===== config.mk =====
export PLATFORM = sky130hd
export DESIGN_NAME = spi_eeprom_pin_frontend
export DESIGN_NICKNAME = d
export VERILOG_FILES = /design/src/logic/spi_fe_pkg.sv /design/src/logic/spi_eeprom_pin_frontend.sv
export SDC_FILE = /design/constraint.sdc
export NUM_CORES = 1
export LEC_CHECK = 0
export BUFFER_PORTS_ARGS = -buffer_cell sky130_fd_sc_hd__buf_2
export CAP_MARGIN = 25
export CORE_MARGIN = 2
export CORE_UTILIZATION = 43
export CTS_BUF_LIST = sky130_fd_sc_hd__clkbuf_4 sky130_fd_sc_hd__clkbuf_8 sky130_fd_sc_hd__clkbuf_16
export DETAILED_ROUTE_END_ITERATION = 7
export SLEW_MARGIN = 25
export SYNTH_ARGS = -nofsm -noshare
export SYNTH_HDL_FRONTEND = slang
export SYNTH_SLANG_ARGS = --single-unit

===== constraint.sdc =====
create_clock -name clk -period 3.3 [get_ports clk]
set_clock_uncertainty 0.15 [all_clocks]
set_input_delay 0.165 -clock clk [delete_from_list [all_inputs] [get_ports clk]]
set_output_delay 0.165 -clock clk [all_outputs]
set_load 0.05 [all_outputs]

===== src/logic/spi_fe_pkg.sv =====
// shared constants for the serial memory pin front end
package spi_fe_pkg;
   localparam int BYTE_BITS = 8;
   localparam int FIFO_DEPTH = 32;
   localparam logic [2:0] CNT_ZERO = 3'h0;
   localparam logic [2:0] CNT_LAST = 3'h7;
   localparam logic [1:0] SYNC_RST = 2'h3;
   localparam int WAKE_HOLD_NS = 200;
   localparam int CLK_NS = 100;
   localparam int WAKE_HOLD_CYC = (WAKE_HOLD_NS + CLK_NS - 1) / CLK_NS;
   typedef enum logic [0:0] {PWR_DOWN, PWR_ACTIVE} pwr_t;
endpackage


===== src/logic/spi_eeprom_pin_frontend.sv =====
// pin front end of the serial memory: framing, shifting, pause, wake, strap, rx fifo
`timescale 1ns/1ps

// Overview of operation
// - The supply strap selects wide range mode when high and fixed high mode when low.
// - With the wake pin strapped low, chip select assertion is the wake-up source.
// - A falling chip select while active starts a transaction and resets framing.
// - A rising chip select ends the current transaction.
// - With chip select high the output is released and input traffic is ignored.
// - With the wake pin strapped low, chip select asserted during power down starts the wake and boot sequence.
// - The serial output changes only on falling serial clock edges.
// - Input bits are sampled on rising serial clock edges.
// - Asserting pause suspends the transaction without ending it.
// - While pause is low the output is released, clock and data ignored, resumed on high.
// - Transactions are whole bytes, msb first, the first byte being the command.

// ---------------------------------------------
// receive fifo
// ---------------------------------------------
module spi_fe_fifo #(
   parameter int WIDTH = 9,
   parameter int DEPTH = 32
) (
   input wire logic clk,
   input wire logic rst,
   input wire logic [WIDTH-1:0] in_data,
   input wire logic in_valid,
   output logic in_ready,
   output logic [WIDTH-1:0] out_data,
   output logic out_valid,
   input wire logic out_ready
);
   localparam int AW = $clog2(DEPTH);
   logic [WIDTH-1:0] mem [DEPTH];
   logic [AW-1:0] wr_ff;
   logic [AW-1:0] rd_ff;
   logic [AW:0] cnt_ff;
   logic push;
   logic pop;
   assign in_ready = cnt_ff != (AW+1)'(DEPTH);
   assign out_valid = cnt_ff != '0;
   assign out_data = mem[rd_ff];
   assign push = in_valid && in_ready;
   assign pop = out_valid && out_ready;
   always_ff @(posedge clk) begin
      if (push) begin
         mem[wr_ff] <= in_data;
      end
   end
   always_ff @(posedge clk or posedge rst) begin
      if (rst) begin
         wr_ff <= '0;
         rd_ff <= '0;
         cnt_ff <= '0;
      end else begin
         if (push) begin
            wr_ff <= (wr_ff == AW'(DEPTH - 1)) ? '0 : wr_ff + 1'b1;
         end
         if (pop) begin
            rd_ff <= (rd_ff == AW'(DEPTH - 1)) ? '0 : rd_ff + 1'b1;
         end
         cnt_ff <= cnt_ff + (AW+1)'(push) - (AW+1)'(pop);
      end
   end
   a_fifo_no_over: assert property (@(posedge clk) disable iff (rst)
      cnt_ff <= (AW+1)'(DEPTH)) else $error("fifo count above depth");
endmodule

// ---------------------------------------------
// front end top
// ---------------------------------------------
module spi_eeprom_pin_frontend
#(
   parameter int DEPTH = spi_fe_pkg::FIFO_DEPTH
) (
   input wire logic clk,
   input wire logic rst,
   input wire logic cs_n,
   input wire logic sck,
   input wire logic si,
   input wire logic hold_n,
   input wire logic wake_pin,
   input wire logic supply_range_select,
   output logic so_o,
   output logic so_oe,
   output logic wide_supply_mode,
   output logic active,
   input wire logic power_down_req,
   output logic boot_start,
   output logic txn_start,
   output logic txn_end,
   input wire logic [7:0] tx_data,
   input wire logic tx_en,
   output logic tx_take,
   output logic [7:0] rx_data,
   output logic rx_first,
   output logic rx_valid,
   input wire logic rx_ready,
   output logic rx_overrun
);
   import spi_fe_pkg::*;

   // ---------------------------------------------
   // pin synchronisers
   // ---------------------------------------------
   logic [1:0] cs_s_ff, sck_s_ff, si_s_ff, hold_s_ff, wake_s_ff, wrs_s_ff;
   logic cs_d_ff, sck_d_ff, wake_d_ff;
   // strap synchronisers keep no reset, so the pin levels are through them at release
   always_ff @(posedge clk) begin
      wake_s_ff <= {wake_s_ff[0], wake_pin};
      wrs_s_ff <= {wrs_s_ff[0], supply_range_select};
   end
   always_ff @(posedge clk or posedge rst) begin
      if (rst) begin
         cs_s_ff <= SYNC_RST;
         sck_s_ff <= '0;
         si_s_ff <= '0;
         hold_s_ff <= SYNC_RST;
         cs_d_ff <= 1'b1;
         sck_d_ff <= 1'b0;
         wake_d_ff <= 1'b0;
      end else begin
         cs_s_ff <= {cs_s_ff[0], cs_n};
         sck_s_ff <= {sck_s_ff[0], sck};
         si_s_ff <= {si_s_ff[0], si};
         hold_s_ff <= {hold_s_ff[0], hold_n};
         cs_d_ff <= cs_s_ff[1];
         sck_d_ff <= sck_s_ff[1];
         wake_d_ff <= wake_s_ff[1];
      end
   end
   logic cs_lo, cs_fall, cs_rise, sck_rise, sck_fall, held;
   assign cs_lo = !cs_s_ff[1];
   assign cs_fall = cs_d_ff && cs_lo;
   assign cs_rise = !cs_d_ff && !cs_lo;
   assign sck_rise = !sck_d_ff && sck_s_ff[1];
   assign sck_fall = sck_d_ff && !sck_s_ff[1];
   assign held = !hold_s_ff[1];
   // ---------------------------------------------
   // straps and power state
   // ---------------------------------------------
   logic strap_done_ff, wrs_ff, wake_used_ff;
   pwr_t pwr_ff;
   // straps are caught by the clock once synchronised, never by the reset itself
   always_ff @(posedge clk or posedge rst) begin
      if (rst) begin
         strap_done_ff <= 1'b0;
         wrs_ff <= 1'b0;
         wake_used_ff <= 1'b0;
      end else if (!strap_done_ff) begin
         strap_done_ff <= 1'b1;
         wrs_ff <= wrs_s_ff[1];
         wake_used_ff <= wake_s_ff[1];
      end
   end
   assign wide_supply_mode = wrs_ff;
   logic wake_ev;
   // a wake pin tied low disables its function; chip select wakes instead
   assign wake_ev = wake_used_ff ? (wake_s_ff[1] && !wake_d_ff) : cs_fall;
   always_ff @(posedge clk or posedge rst) begin
      if (rst) begin
         pwr_ff <= PWR_ACTIVE;
         boot_start <= 1'b0;
      end else begin
         boot_start <= 1'b0;
         case (pwr_ff)
            PWR_DOWN: begin
               if (strap_done_ff && wake_ev) begin
                  pwr_ff <= PWR_ACTIVE;
                  boot_start <= 1'b1;
               end
            end
            PWR_ACTIVE: begin
               if (power_down_req || (wake_used_ff && !wake_s_ff[1] && wake_d_ff)) begin
                  pwr_ff <= PWR_DOWN;
               end
            end
            default: pwr_ff <= PWR_ACTIVE;
         endcase
      end
   end
   assign active = pwr_ff == PWR_ACTIVE;

   // ---------------------------------------------
   // framing and shifting
   // ---------------------------------------------
   logic in_txn_ff, first_ff;
   logic [2:0] bit_ff;
   logic [7:0] rx_sh_ff, tx_sh_ff;
   logic run, push, fifo_ready;
   // the wake edge itself starts no transaction, it only boots the device
   assign run = in_txn_ff && cs_lo && !held;
   assign push = run && sck_rise && bit_ff == CNT_LAST;
   always_ff @(posedge clk or posedge rst) begin
      if (rst) begin
         in_txn_ff <= 1'b0;
         first_ff <= 1'b0;
         bit_ff <= CNT_ZERO;
         rx_sh_ff <= '0;
         txn_start <= 1'b0;
         txn_end <= 1'b0;
      end else begin
         txn_start <= 1'b0;
         txn_end <= 1'b0;
         if (cs_fall && active) begin
            in_txn_ff <= 1'b1;
            first_ff <= 1'b1;
            bit_ff <= CNT_ZERO;
            txn_start <= 1'b1;
         end else if (cs_rise) begin
            in_txn_ff <= 1'b0;
            bit_ff <= CNT_ZERO; // partial byte dropped
            txn_end <= in_txn_ff;
         end else if (run && sck_rise) begin
            rx_sh_ff <= {rx_sh_ff[6:0], si_s_ff[1]};
            bit_ff <= bit_ff + 3'h1;
            if (bit_ff == CNT_LAST) begin
               first_ff <= 1'b0;
            end
         end
         // while paused only the chip select edges above still act
      end
   end
   // sticky until the next chip select fall; the set wins over the clear
   always_ff @(posedge clk or posedge rst) begin
      if (rst) begin
         rx_overrun <= 1'b0;
      end else if (push && !fifo_ready) begin
         rx_overrun <= 1'b1;
      end else if (cs_fall) begin
         rx_overrun <= 1'b0;
      end
   end

   // output launches on falling edges only; the fall seen at bit count zero loads tx_data for the next byte
   always_ff @(posedge clk or posedge rst) begin
      if (rst) begin
         tx_sh_ff <= '0;
         tx_take <= 1'b0;
      end else begin
         tx_take <= 1'b0;
         if (run && sck_fall) begin
            if (bit_ff == CNT_ZERO) begin
               tx_sh_ff <= tx_data;
               tx_take <= 1'b1;
            end else begin
               tx_sh_ff <= {tx_sh_ff[6:0], 1'b0};
            end
         end
      end
   end
   assign so_o = tx_sh_ff[7];
   assign so_oe = run && active && tx_en;

   spi_fe_fifo #(.WIDTH(BYTE_BITS + 1), .DEPTH(DEPTH)) rx_fifo (
      .clk(clk),
      .rst(rst),
      .in_data({first_ff, rx_sh_ff[6:0], si_s_ff[1]}),
      .in_valid(push),
      .in_ready(fifo_ready),
      .out_data({rx_first, rx_data}),
      .out_valid(rx_valid),
      .out_ready(rx_ready)
   );

   // ---------------------------------------------
   // checks
   // ---------------------------------------------
   a_so_hiz_desel: assert property (@(posedge clk) disable iff (rst)
      !cs_lo |-> !so_oe) else $error("output driven while deselected");
   a_so_hiz_hold: assert property (@(posedge clk) disable iff (rst)
      held |-> !so_oe) else $error("output driven while paused");
   a_so_fall_only: assert property (@(posedge clk) disable iff (rst)
      $changed(so_o) |-> $past(sck_fall)) else $error("output moved off fall");
   a_bit_freeze: assert property (@(posedge clk) disable iff (rst)
      (held && !cs_rise && !cs_fall) |=> $stable(bit_ff)) else $error("count moved");
   a_start_clear: assert property (@(posedge clk) disable iff (rst)
      (cs_fall && active) |=> bit_ff == CNT_ZERO && txn_start && first_ff)
      else $error("framing not reset");
   a_end_txn: assert property (@(posedge clk) disable iff (rst)
      (cs_rise && in_txn_ff) |=> txn_end && !in_txn_ff ##1 !txn_end)
      else $error("end not flagged once");
   a_cs_wake: assert property (@(posedge clk) disable iff (rst)
      (pwr_ff == PWR_DOWN && strap_done_ff && !wake_used_ff && cs_fall)
      |=> boot_start && active) else $error("no wake on select");
   a_rx_sample: assert property (@(posedge clk) disable iff (rst)
      (run && sck_rise && !cs_rise && !cs_fall) |=> rx_sh_ff[0] == $past(si_s_ff[1]))
      else $error("bit not sampled");
   a_strap_mode: assert property (@(posedge clk) disable iff (rst)
      (!strap_done_ff) |=> wide_supply_mode == $past(wrs_s_ff[1]))
      else $error("strap not taken");
endmodule


==> reports/results.txt <==
Die H: 183 um
Pre-antenna DRT Iters: 5
Top_reg_cell synth: edfxtp_1
Share of layout cells above drive strength 1: 0.272
Fin worst setup slack: 228 ps
Share of total power in the clock network: 0.336
Clk root buf: clkbuf_16
Fin area: 15700 um2
Leakage: 0.00550 uW
Full die area: 33300 um2
Outcome: completed
DR vias/cell: 5.61
Setup Crit Path Kind: reg2out
Maximum buffer depth of the clock tree: 3
Fin crit share: 0.931
N_diodes: 0
IO Pins: 38
Total GRT Usage: 0.172
Mapped Area: 13700 um2
Final setup vio count: 0
Pins over their slew limit: 0
Sequential cell area fraction in the yosys report: 0.740
First-pass GRT wire length: 42800 um
Most frequent cell after synthesis: edfxtp_1
DPL Wire Length: 17700 um
Routed wire length: 28100 um
RD Place Congestion: 0.829
Worst Path Required: 2980 ps
Most frequent cells after synthesis: edfxtp_1, mux4_2, dfrtp_1
Syn_nets: 741
Slew headroom: 0.375
Worst-Skew Late Latency: 510 ps
DRC: 0
Core area: 31500 um2
Final TNS setup: 0 ps
Initial antenna violation count: 0
PortBufs: 37
CTS H-tree depth: 2
Power Density: 743 nW/um2
Hold Fails Final Rpt: 0
Area post-placement: 14400 um2
Mean post-synth cell area: 19.5 um2
Synth Instances: 702
Via count: 6816
TritonCTS buffer count: 38
Ranking of synthesized cells by area: edfxtp_1, mux4_2, dfrtp_1, ha_1, mux4_1
Critical-path cell list: buf_12 -> buf_4 -> mux4_2 -> o22ai_1 -> nor4_2 -> buf_2
Starting density of the core: 0.435
CP startpoint kind: register
DRT antenna net count: 0
Ys async rst share: 0.161
CTS sink cnt: 348
Crit path max-delay family: buffers and inverters
WL/cell: 23.1 um
CP Capture Type: output port
CP arrival: 2760 ps
Fmax: 326 MHz
Minimum clock period: 3070 ps
Clock transition at path regs: 60 ps
Synth area leader: edfxtp_1
Die X: 183 um
Total grt overflow: 0
Netlist cell types: 56
Hold WC Path Type: in2reg
Worst slew pin tran: 934 ps
YS warnings: 0
RSZ-0062 raised after global routing: no
Largest net degree at the start of global routing: 57
CP Max Fanout: 26
Pre-CTS setup slack: 266 ps
Sw frac: 0.287
Post-cts sizing count: 0
Final net count: 827
Crit-path slowest cell: mux4_2
Row count: 65
Number of synthesized flops with an enable pin: 288
Logic pwr share: 0.225
CTS tree: built
Initial drt markers: 658
Layout overhead on the synthesized area: 14.9%
Final Util: 0.500
Sequential share of power: 0.439
Vias in the first global route: 6993
Psw: 3360 uW
Synth Register Bits: 348
Worst VDD drop: 0.449 mV
Crit path buf inv count: 3
CP peak stage delay: 580 ps
Number of max-cap violations: 0
Int Pwr: 8330 uW
Synth top area share: 0.631
[path summary, 6_finish.rpt]
path | startpoint | to | slack [ps] | cells past startpoint
setup / recovery | rx_fifo.rd_ff[1] | rx_data[3] | 230 | 6
hold / removal | si | si_s_ff[0] | 140 | 2
setup reg to reg | rx_fifo.cnt_ff[2] | rx_fifo.mem[11][7] | 260 | 7
hold reg to reg | wrs_s_ff[0] | wrs_s_ff[1] | 180 | 0
max in group asynchronous | rst | rx_fifo.rd_ff[1] | 2320 | 3
min in group asynchronous | rst | rx_fifo.cnt_ff[5] | 180 | 3
[registers in the layout (all words and copies together) (netlist names), 3 cells and up]
name            count
rx_fifo.wr_ff       5
rx_sh_ff            7
bit_ff              3
rx_fifo.mem       288
rx_fifo.rd_ff       5
tx_sh_ff            8
rx_fifo.cnt_ff      6
[cell type report]
type,count,area [um2]
tap,402,503
fill,2467,15700
inverter,21,81.3
timing repair buffer,74,571
clock inverter,15,104
sequential,348,10100
clock buffer,50,1060
multi-input combinational,305,3280
[power groups by stage]
stage               Sequential [uW]  Combinational [uW]  Clock, uW
floorplan                      5110                2080          0
global placement               5240                2500          0
detailed placement             5270                2550          0
CTS                            5180                2580       4010
global route                   5160                2820       4190
finish                         5140                2630       3930
[metrics by stage]
stage | cells | total power [uW] | hold slack, ps
2_1_floorplan | 702 | 7200 | 19.5
3_3_place_gp | 1126 | 7740 | 119
3_5_place_dp | 1127 | 7820 | 122
4_1_cts | 1209 | 11800 | 124
5_1_grt | 1215 | 12200 | 130
6_report | 1215 | 11700 | 138
[per-layer routing]
metal,part of all wire,track usage,vias up
met5,0,0,-
met2,0.49,0.284,216
met3,0.060,0.0309,41
li1,-,-,2997
met1,0.43,0.241,3562
met4,0.015,0.0374,0
[cells by family after synthesis]
kind of cell	count (synthesis)	synth area share
other	1	0.000274
and+or+nand+nor	123	0.0497
muxes	92	0.138
AOI/OAI and AO/OA	65	0.0294
DFF	348	0.740
xor gates and xnor gates	4	0.00256
adders and majority gates	20	0.0188
buffers and inverters	49	0.0213
[layout by cell type (no fill, tap or decap), types with 7 or more instances in the layout]
cell type	count
nand3b_1	8
dfrtp_1	42
clkinv_1	7
nor2_1	45
mux4_1	9
clkbuf_4	11
mux4_2	63
o21ai_0	14
nor4_2	9
o22ai_1	37
buf_2	37
clkbuf_16	39
dlygate4sd3_1	17
mux2_4	7
inv_1	18
edfxtp_1	288
buf_4	15
nand2_1	25
mux2i_1	8
ha_1	19
dfrtp_2	7
[what timing repair did]
item                       in CTS  in global routing
setup buffers                   0                  5
hold endpoints to repair       70                  0
setup endpoints to repair       0                  4
hold buffers                   17                  0
[worst register-to-register path, stage by stage, from the launching register on]
cell and delay (ps):
dfrtp_1 360, inv_1 70, ha_1 200, nor4bb_1 160
nand4b_1 310, inv_2 230, nand2_1 330, nor2_1 840
(Power assumes the default switching activity.)
